===== config.mk =====
export PLATFORM = sky130hd
export DESIGN_NAME = iob_channel
export DESIGN_NICKNAME = d
export VERILOG_FILES = /design/src/hdl/iob_pkg.sv /design/src/hdl/iob_channel.sv
export SDC_FILE = /design/constraint.sdc
export NUM_CORES = 1
export LEC_CHECK = 0
export BUFFER_PORTS_ARGS = -buffer_cell sky130_fd_sc_hd__buf_2
export CORE_UTILIZATION = 29
export CTS_CLUSTER_SIZE = 28
export DETAILED_ROUTE_END_ITERATION = 16
export HOLD_SLACK_MARGIN = 0.1
export SYNTH_ARGS = -nofsm -noshare
export SYNTH_HDL_FRONTEND = slang
export SYNTH_SLANG_ARGS = --single-unit

===== constraint.sdc =====
create_clock -name hclk -period 5.3 [get_ports hclk]
set_input_delay 0.795 -clock hclk [delete_from_list [all_inputs] [get_ports hclk]]
set_output_delay 0.795 -clock hclk [all_outputs]
set_load 0.02 [all_outputs]

===== src/hdl/iob_pkg.sv =====
// Package for the I/O buffer output channel controller
package iob_pkg;

    localparam logic [6:0] IOB_NOOP_DELETE_CODE = 7'h7F;
    localparam logic [6:0] IOB_PUNCH_ENABLE_CODE = 7'h12;
    localparam logic [6:0] IOB_OUTPUT_DISABLE_CODE = 7'h14;
    localparam logic [6:0] IOB_START_TEXT_CODE = 7'h02;
    localparam logic [6:0] IOB_MEDIA_ENABLE_DEFAULT = 7'h7F;

    localparam int IOB_CHAR_BITS = 7;
    localparam int IOB_LANE_BITS = 8;

    localparam logic [31:0] IOB_ADDR_CTRL = 32'h0000_0000;
    localparam logic [31:0] IOB_ADDR_STATUS = 32'h0000_0004;
    localparam logic [31:0] IOB_ADDR_CMD = 32'h0000_0008;
    localparam logic [31:0] IOB_ADDR_OUTBUF = 32'h0000_000C;
    localparam logic [31:0] IOB_ADDR_INPUT = 32'h0000_0010;

    localparam int IOB_CTRL_CH_PUNCH = 0;
    localparam int IOB_CTRL_CH_CARD = 1;
    localparam int IOB_CTRL_CH_KEYBOARD = 2;
    localparam int IOB_CTRL_CH_PARITY = 3;
    localparam int IOB_CTRL_CH_FREE = 4;
    localparam int IOB_CTRL_CH_COMBINED = 5;
    localparam int IOB_CTRL_CR_INHIBIT = 6;

    localparam int IOB_CMD_OPERATE = 0;
    localparam int IOB_CMD_OUTPUT = 1;
    localparam int IOB_CMD_ABORT = 2;
    localparam int IOB_CMD_DEMAND = 3;
    localparam int IOB_CMD_DEV_READY = 4;
    localparam int IOB_CMD_IN_BUSY = 5;
    localparam int IOB_CMD_TABLE_FULL = 6;

    localparam int IOB_ST_BUSY = 0;
    localparam int IOB_ST_BUF_READY = 1;
    localparam int IOB_ST_ENABLED = 2;
    localparam int IOB_ST_ALARM = 3;
    localparam int IOB_ST_ECHO_MODE = 4;
    localparam int IOB_ST_DATA_ENABLED = 5;
    localparam int IOB_ST_PARITY_ERR = 6;
    localparam int IOB_ST_EOR_ECHO = 7;

    localparam logic [1:0] IOB_HTRANS_NONSEQ = 2'h2;
    localparam logic [1:0] IOB_HRESP_OKAY = 2'h0;

    typedef enum logic [2:0] {
        IOB_PH_IDLE = 3'b001,
        IOB_PH_WRITE = 3'b010,
        IOB_PH_MOVE = 3'b100
    } iob_phase_type;

    typedef struct packed {
        logic [7:0] data;
        logic write_stb;
        logic move_stb;
    } iob_dev_out_type;

    typedef struct packed {
        logic ahb_pend;
        logic ahb_wr;
        logic [31:0] ahb_addr;
        logic [31:0] hrdata;
        logic [6:0] ctrl;
        logic busy;
        logic buf_ready;
        logic enabled;
        logic alarm;
        logic echo_mode;
        logic data_enabled;
        logic parity_err;
        logic demand_irq;
        iob_phase_type phase;
        iob_dev_out_type dev;
        logic data_ready_irq;
        logic buf_ready_irq;
        logic chan_ready_irq;
        logic busy_test;
        logic eor_echo;
        logic [7:0] in_char;
        logic in_valid;
    } iob_state_type;

endpackage


===== src/hdl/iob_channel.sv =====
// I/O buffer output channel controller with AHB-Lite register slave
`timescale 1ns/1ps
module iob_channel #(
    parameter logic [6:0] MEDIA_ENABLE_CODE = iob_pkg::IOB_MEDIA_ENABLE_DEFAULT
) (
    input wire logic hclk,
    input wire logic hresetn,
    input wire logic hsel,
    input wire logic [31:0] haddr,
    input wire logic [1:0] htrans,
    input wire logic hwrite,
    input wire logic [2:0] hsize,
    input wire logic [31:0] hwdata,
    input wire logic hready,
    output logic [31:0] hrdata,
    output logic hreadyout,
    output logic hresp,
    output iob_pkg::iob_dev_out_type dev_out,
    output logic data_ready_irq,
    output logic buf_ready_irq,
    output logic chan_ready_irq,
    output logic busy_test,
    output logic eor_echo,
    output logic [7:0] echo_char,
    output logic echo_valid
);
    import iob_pkg::*;

    iob_state_type s_ff;
    iob_state_type nxt_s;

    function automatic logic odd_ones(input logic [7:0] v);
        odd_ones = ^v;
    endfunction

    ////////////////////////////////////////////////////////////////////
    always_comb begin
        logic [6:0] ch;
        logic [7:0] inb;
        logic is_punch;
        logic is_card;
        logic card_dummy;
        ch = hwdata[6:0];
        inb = hwdata[7:0];
        is_punch = s_ff.ctrl[IOB_CTRL_CH_PUNCH];
        is_card = s_ff.ctrl[IOB_CTRL_CH_CARD];
        card_dummy = 1'b0;
        nxt_s = s_ff;
        nxt_s.dev.write_stb = 1'b0;
        nxt_s.dev.move_stb = 1'b0;
        nxt_s.in_valid = 1'b0;
        nxt_s.demand_irq = 1'b0;

        // Address phase capture
        if (hsel && hready && htrans == IOB_HTRANS_NONSEQ) begin
            nxt_s.ahb_pend = 1'b1;
            nxt_s.ahb_wr = hwrite;
            nxt_s.ahb_addr = haddr;
        end else begin
            nxt_s.ahb_pend = 1'b0;
        end

        if (s_ff.ahb_pend && s_ff.ahb_wr) begin
            unique case (s_ff.ahb_addr)
                IOB_ADDR_CTRL: nxt_s.ctrl = hwdata[6:0];
                IOB_ADDR_CMD: begin
                    if (hwdata[8 + IOB_CMD_OPERATE]) begin
                        nxt_s.busy = 1'b1;
                        if (ch == MEDIA_ENABLE_CODE
                            || (is_punch && ch == IOB_PUNCH_ENABLE_CODE)) begin
                            nxt_s.enabled = 1'b1;
                        end
                        if (s_ff.ctrl[IOB_CTRL_CH_KEYBOARD] && ch == IOB_START_TEXT_CODE) begin
                            nxt_s.echo_mode = 1'b1;
                        end
                        if (ch == IOB_NOOP_DELETE_CODE) begin
                            nxt_s.buf_ready = 1'b1;
                        end
                    end
                    if (hwdata[8 + IOB_CMD_ABORT]) begin
                        nxt_s.busy = 1'b0;
                        nxt_s.enabled = 1'b0;
                        nxt_s.alarm = 1'b0;
                        nxt_s.buf_ready = 1'b1;
                        nxt_s.echo_mode = 1'b0;
                        nxt_s.data_enabled = 1'b0;
                        nxt_s.phase = IOB_PH_IDLE;
                    end
                    if (hwdata[8 + IOB_CMD_DEMAND] && !s_ff.busy) begin
                        nxt_s.demand_irq = 1'b1;
                    end
                    if (hwdata[8 + IOB_CMD_OUTPUT] && s_ff.busy && s_ff.enabled) begin
                        if (ch == IOB_NOOP_DELETE_CODE) begin
                            nxt_s.buf_ready = 1'b1;
                        end else begin
                            nxt_s.dev.data = {odd_ones({1'b0, ch}), ch};
                            nxt_s.buf_ready = 1'b0;
                            if (!(ch == IOB_OUTPUT_DISABLE_CODE && is_card)) begin
                                if (!s_ff.ctrl[IOB_CTRL_CH_FREE]) begin
                                    nxt_s.phase = IOB_PH_WRITE;
                                end else begin
                                    card_dummy = 1'b1;
                                end
                            end else begin
                                nxt_s.buf_ready = 1'b1;
                            end
                            if (ch == IOB_OUTPUT_DISABLE_CODE) begin
                                nxt_s.busy = 1'b0;
                                nxt_s.enabled = 1'b0;
                            end
                        end
                    end
                    if (hwdata[8 + IOB_CMD_DEV_READY] && s_ff.phase == IOB_PH_IDLE) begin
                        nxt_s.buf_ready = 1'b1;
                    end
                end
                IOB_ADDR_INPUT: begin
                    nxt_s.parity_err = odd_ones(inb);
                    if (s_ff.ctrl[IOB_CTRL_CH_PARITY] && odd_ones(inb)) begin
                        nxt_s.alarm = 1'b1;
                    end
                    if (is_punch == 1'b0 && !s_ff.data_enabled
                        && inb[6:0] == IOB_START_TEXT_CODE) begin
                        nxt_s.data_enabled = 1'b1;
                    end else begin
                        nxt_s.in_char = {1'b0, inb[6:0]};
                        nxt_s.in_valid = s_ff.echo_mode;
                    end
                end
                default: ;
            endcase
        end

        // Write then move sequencing
        unique case (s_ff.phase)
            IOB_PH_IDLE: ;
            IOB_PH_WRITE: begin
                nxt_s.dev.write_stb = 1'b1;
                nxt_s.phase = IOB_PH_MOVE;
            end
            IOB_PH_MOVE: begin
                nxt_s.dev.move_stb = 1'b1;
                nxt_s.phase = IOB_PH_IDLE;
            end
            default: nxt_s.phase = IOB_PH_IDLE;
        endcase
        if (card_dummy) begin
            nxt_s.dev.write_stb = 1'b1;
        end

        // Level-true interrupt and test lines
        nxt_s.busy_test = nxt_s.busy
            | (s_ff.ctrl[IOB_CTRL_CH_COMBINED] & hwdata[8 + IOB_CMD_IN_BUSY]
               & s_ff.ahb_pend & s_ff.ahb_wr & (s_ff.ahb_addr == IOB_ADDR_CMD));
        nxt_s.buf_ready_irq = nxt_s.buf_ready;
        nxt_s.data_ready_irq = nxt_s.in_valid | nxt_s.data_enabled;
        nxt_s.chan_ready_irq = !s_ff.ctrl[IOB_CTRL_CR_INHIBIT]
            & (nxt_s.busy | nxt_s.demand_irq);
        nxt_s.eor_echo = is_punch
            ? (!nxt_s.busy | (hwdata[8 + IOB_CMD_TABLE_FULL] & s_ff.ahb_pend
               & s_ff.ahb_wr & (s_ff.ahb_addr == IOB_ADDR_CMD)))
            : !nxt_s.chan_ready_irq;

        // Read data
        unique case (haddr)
            IOB_ADDR_CTRL: nxt_s.hrdata = {25'h0, nxt_s.ctrl};
            IOB_ADDR_STATUS: nxt_s.hrdata = {24'h0, nxt_s.eor_echo, nxt_s.parity_err,
                nxt_s.data_enabled, nxt_s.echo_mode, nxt_s.alarm, nxt_s.enabled,
                nxt_s.buf_ready, nxt_s.busy};
            IOB_ADDR_OUTBUF: nxt_s.hrdata = {24'h0, nxt_s.dev.data};
            IOB_ADDR_INPUT: nxt_s.hrdata = {24'h0, nxt_s.in_char};
            default: nxt_s.hrdata = 32'h0000_0000;
        endcase
    end

    ////////////////////////////////////////////////////////////////////
    always_ff @(posedge hclk or negedge hresetn) begin
        if (!hresetn) begin
            s_ff <= '0;
            s_ff.phase <= IOB_PH_IDLE;
            s_ff.buf_ready <= 1'b1;
            s_ff.buf_ready_irq <= 1'b1;
            s_ff.eor_echo <= 1'b1;
        end else begin
            s_ff <= nxt_s;
        end
    end

    assign hrdata = s_ff.hrdata;
    assign hreadyout = 1'b1;
    assign hresp = IOB_HRESP_OKAY[0];
    assign dev_out = s_ff.dev;
    assign data_ready_irq = s_ff.data_ready_irq;
    assign buf_ready_irq = s_ff.buf_ready_irq;
    assign chan_ready_irq = s_ff.chan_ready_irq;
    assign busy_test = s_ff.busy_test;
    assign eor_echo = s_ff.eor_echo;
    assign echo_char = s_ff.in_char;
    assign echo_valid = s_ff.in_valid;

endmodule


==> results.sh <==
export IMPL_status="finished clean"
export IMPL_globalRoute_totalOverflow=0
export IMPL_vias=3110
export IMPL_routed_via_density=4.628
export IMPL_ctsHtreeMaxLevel=3
export IMPL_crit_type="flip-flop to flip-flop"
export IMPL_wl_per_cell_microns=14.77
export IMPL_drv_slew=0
export IMPL_synth_cell_types=61
export IMPL_drtAntennaViolNets=0
export IMPL_r2r_end="hrdata[2]"
export IMPL_synth_top_family_by_area="simple AND/OR/NAND/NOR gates"
export IMPL_die_area_sq_mm=0.01500
export IMPL_async_reset_ff_frac=1.000
export IMPL_worstMarginPinSlew_ns=1.016
export IMPL_port_buffers=85
export IMPL_synth_edff_count=0
export IMPL_post_cts_buffers=0
export IMPL_r2r_cells=7
export IMPL_grt_setup_unrepaired="false"
export IMPL_cts_resized_gates=0
export IMPL_drt_iter0_drc=142
export IMPL_ys_seq_elements=82
export IMPL_clock_fmax_ghz=0.3096
export IMPL_relSlewSlack=0.3228
export IMPL_crit_arrival_ns=3.45
export IMPL_place_ws_ns=1.924
export IMPL_yosysSeqAreaShare=0.4883
export IMPL_cts_buffers_inserted=9
export IMPL_grt_pass1_wl_microns=15570
export IMPL_dp_hpwl_microns=7404
export IMPL_cp_end_kind="flip-flop"
export IMPL_drv_cap=0
export IMPL_antenna_found_initial=1
export IMPL_yosysWarnings=0
export IMPL_synth_compound_area_frac=0.07043
export IMPL_drt_pass1_iterations=4
export IMPL_fin_crit_ns=3.229
export IMPL_tns_ns=0
export IMPL_die_w_microns=122.5
export IMPL_finClkSkew_ns=0.006481
export IMPL_coreArea_sq_mm=0.01404
export IMPL_synth_mux_area_frac=0.06241
export IMPL_r2r_start="s_ff[82]"
export IMPL_cp_endpoint="hrdata[2]"
export IMPL_register_area_sq_mm=0.002056
export IMPL_worstSetupStartpoint="s_ff[82]"
export IMPL_first_global_vias=2943
export IMPL_synthCells=429
export IMPL_nNetsFinal=570
export IMPL_synth_fa_ha_area_frac=0.02675
export IMPL_worstHoldPathType="flip-flop to flip-flop"
export IMPL_drc=0
export IMPL_boundaryPins=132
export IMPL_synth_xor_area_frac=0.008321
export IMPL_synthFlopType="dfrtp_1"
export IMPL_initial_core_util=0.2998
export IMPL_synth_simple_area_share=0.2149
export IMPL_area_delta_synth_final_pct=15.72
export IMPL_clk_latency_ns=0.34
export IMPL_met3_usage=0.03857
export IMPL_dieHeight_microns=122.5
export IMPL_ir_worst_vdd_uv=173.6
export IMPL_path_clk_slew_ns=0.06
export IMPL_cts_sinks=82
export IMPL_avgSynthCellArea_sq_um=9.814
export IMPL_min_period_over_period=0.6093
export IMPL_diodes=0
export IMPL_hold_viol=0
export IMPL_drive_gt1_frac=0.2785
export IMPL_hold_buffers=0
export IMPL_setup_violations_final=0
export IMPL_synth_area_sq_mm=0.004210
export IMPL_root_buffer="clkbuf_16"
export IMPL_total_leakage_power_nw=2.617
export IMPL_cts_tree="built"
export IMPL_totalWireLength_microns=9928
export IMPL_r2r_setup_slack_ns=2.07
export IMPL_cp_max_fo=12
export IMPL_cts_max_path_buffers=2
export IMPL_multi_input_area_sq_mm=0.001715
export IMPL_rows=43
export IMPL_grt_met1_usage=0.1818
export IMPL_worst_slack_ns=2.071
export IMPL_grtUsageTotal=0.1392
export IMPL_p_per_area_mw_per_mm2=326.0
export IMPL_gp_congestion=0.8830
export IMPL_n_fill_cell=1443
export IMPL_grt_max_degree=83
export IMPL_cp_required_ns=5.52
export IMPL_start_kind="flip-flop"
export IMPL_grtUsageMet2=0.2244
export IMPL_top_usage_layer="met2"
area by class of cell:
cell class / count / share of cell area
multi-input combinational: 288 / 0.3521
clock buffer: 12 / 0.05265
inverter: 17 / 0.01310
timing repair buffer: 89 / 0.09399
clock inverter: 4 / 0.02003
tap: 180 / 0.04622
sequential: 82 / 0.4219
synth_stat cells (3+ instances only):
master,number,share of area
or4_1,3,0.0053
o21ai_0,5,0.0059
clkbuf_1,8,0.0071
nand3_1,9,0.011
or3_1,4,0.0059
nor4_1,18,0.027
nand4b_1,3,0.0062
nor3_1,3,0.0036
dfrtp_1,79,0.47
and3_1,3,0.0045
nand2_1,108,0.096
a32o_1,3,0.0071
mux2_2,18,0.048
and2_1,3,0.0045
nor2_1,14,0.012
a21oi_1,6,0.0071
ha_1,9,0.027
a21o_1,4,0.0071
mux2i_1,3,0.0071
a221o_1,4,0.0095
dfstp_2,3,0.019
inv_1,16,0.014
buf_4,52,0.093
nand4_1,3,0.0045
cells by family after synthesis:
kind of cell,count (synthesis)
AND/OR/NAND/NOR,188
buffers and inverters,83
flip-flops,82
AO/OA/AOI/OAI,38
multiplexers,23
adder cells (fa/ha/maj),9
XOR/XNOR,4
other,2
layout by cell type (no fill, tap or decap), types with 6 or more instances in the layout:
cell / netlist / layout
a21oi_1: 6 / 6
buf_2: 1 / 84
clkbuf_16: 0 / 9
conb_1: 2 / 26
dfrtp_1: 79 / 79
ha_1: 9 / 9
inv_1: 16 / 16
mux2_2: 18 / 18
nand2_1: 108 / 108
nand3_1: 9 / 9
nor2_1: 14 / 14
nor4_1: 18 / 17
worst min path at each step:
stage / from / to / slack [ns] / depth (start not counted)
final: s_ff[103] / s_ff[103] / 0.47 / 2
after global routing: s_ff[97] / s_ff[97] / 0.50 / 2
after CTS: s_ff[103] / s_ff[103] / 0.47 / 2
after detailed placement: s_ff[103] / s_ff[103] / 0.46 / 2
after global placement: s_ff[102] / s_ff[102] / 0.45 / 2
after floorplan: s_ff[41] / chan_ready_irq / 0.41 / 1
layer usage:
layer	up-vias	wire, microns
met3	13	631
met1	1498	4483
li1	1507	-
met4	2	110
met2	90	4688
met5	-	13
metrics by stage:
stage	instances	power [mW]	hold slack [ns]	area, sq um	util
after global placement	656	0.8666	0.4520	4518	0.3218
after global routing	672	1.666	0.4980	4872	0.3470
after floorplan	453	0.8185	0.4091	4300	-
after detailed placement	656	0.8731	0.4561	4518	0.3218
after CTS	672	1.608	0.4715	4872	0.3470
final	672	1.588	0.4669	4872	0.3470
sequential cells by signal (all words and copies together), names as in the netlist, 8 cells and up:
register / flops
hrdata: 8
echo_char: 8
dev_out: 10
s_ff: 50
power by group:
group,leakage [nW],total (mW),internal [mW],switching (mW)
registers,1.08,0.704,0.674,0.0304
logic,1.36,0.157,0.0549,0.102
clock network,0.169,0.727,0.486,0.241
critical path, cell delays in order (launching register included):
cell	delay [ns]
dfrtp_1	0.38
nor4_1	0.35
nand4b_1	0.53
nor4b_2	0.71
buf_4	0.27
mux2_2	0.35
a32o_1	0.26
a221o_1	0.25
No activity file was read; power rests on OpenSTA's default activity.
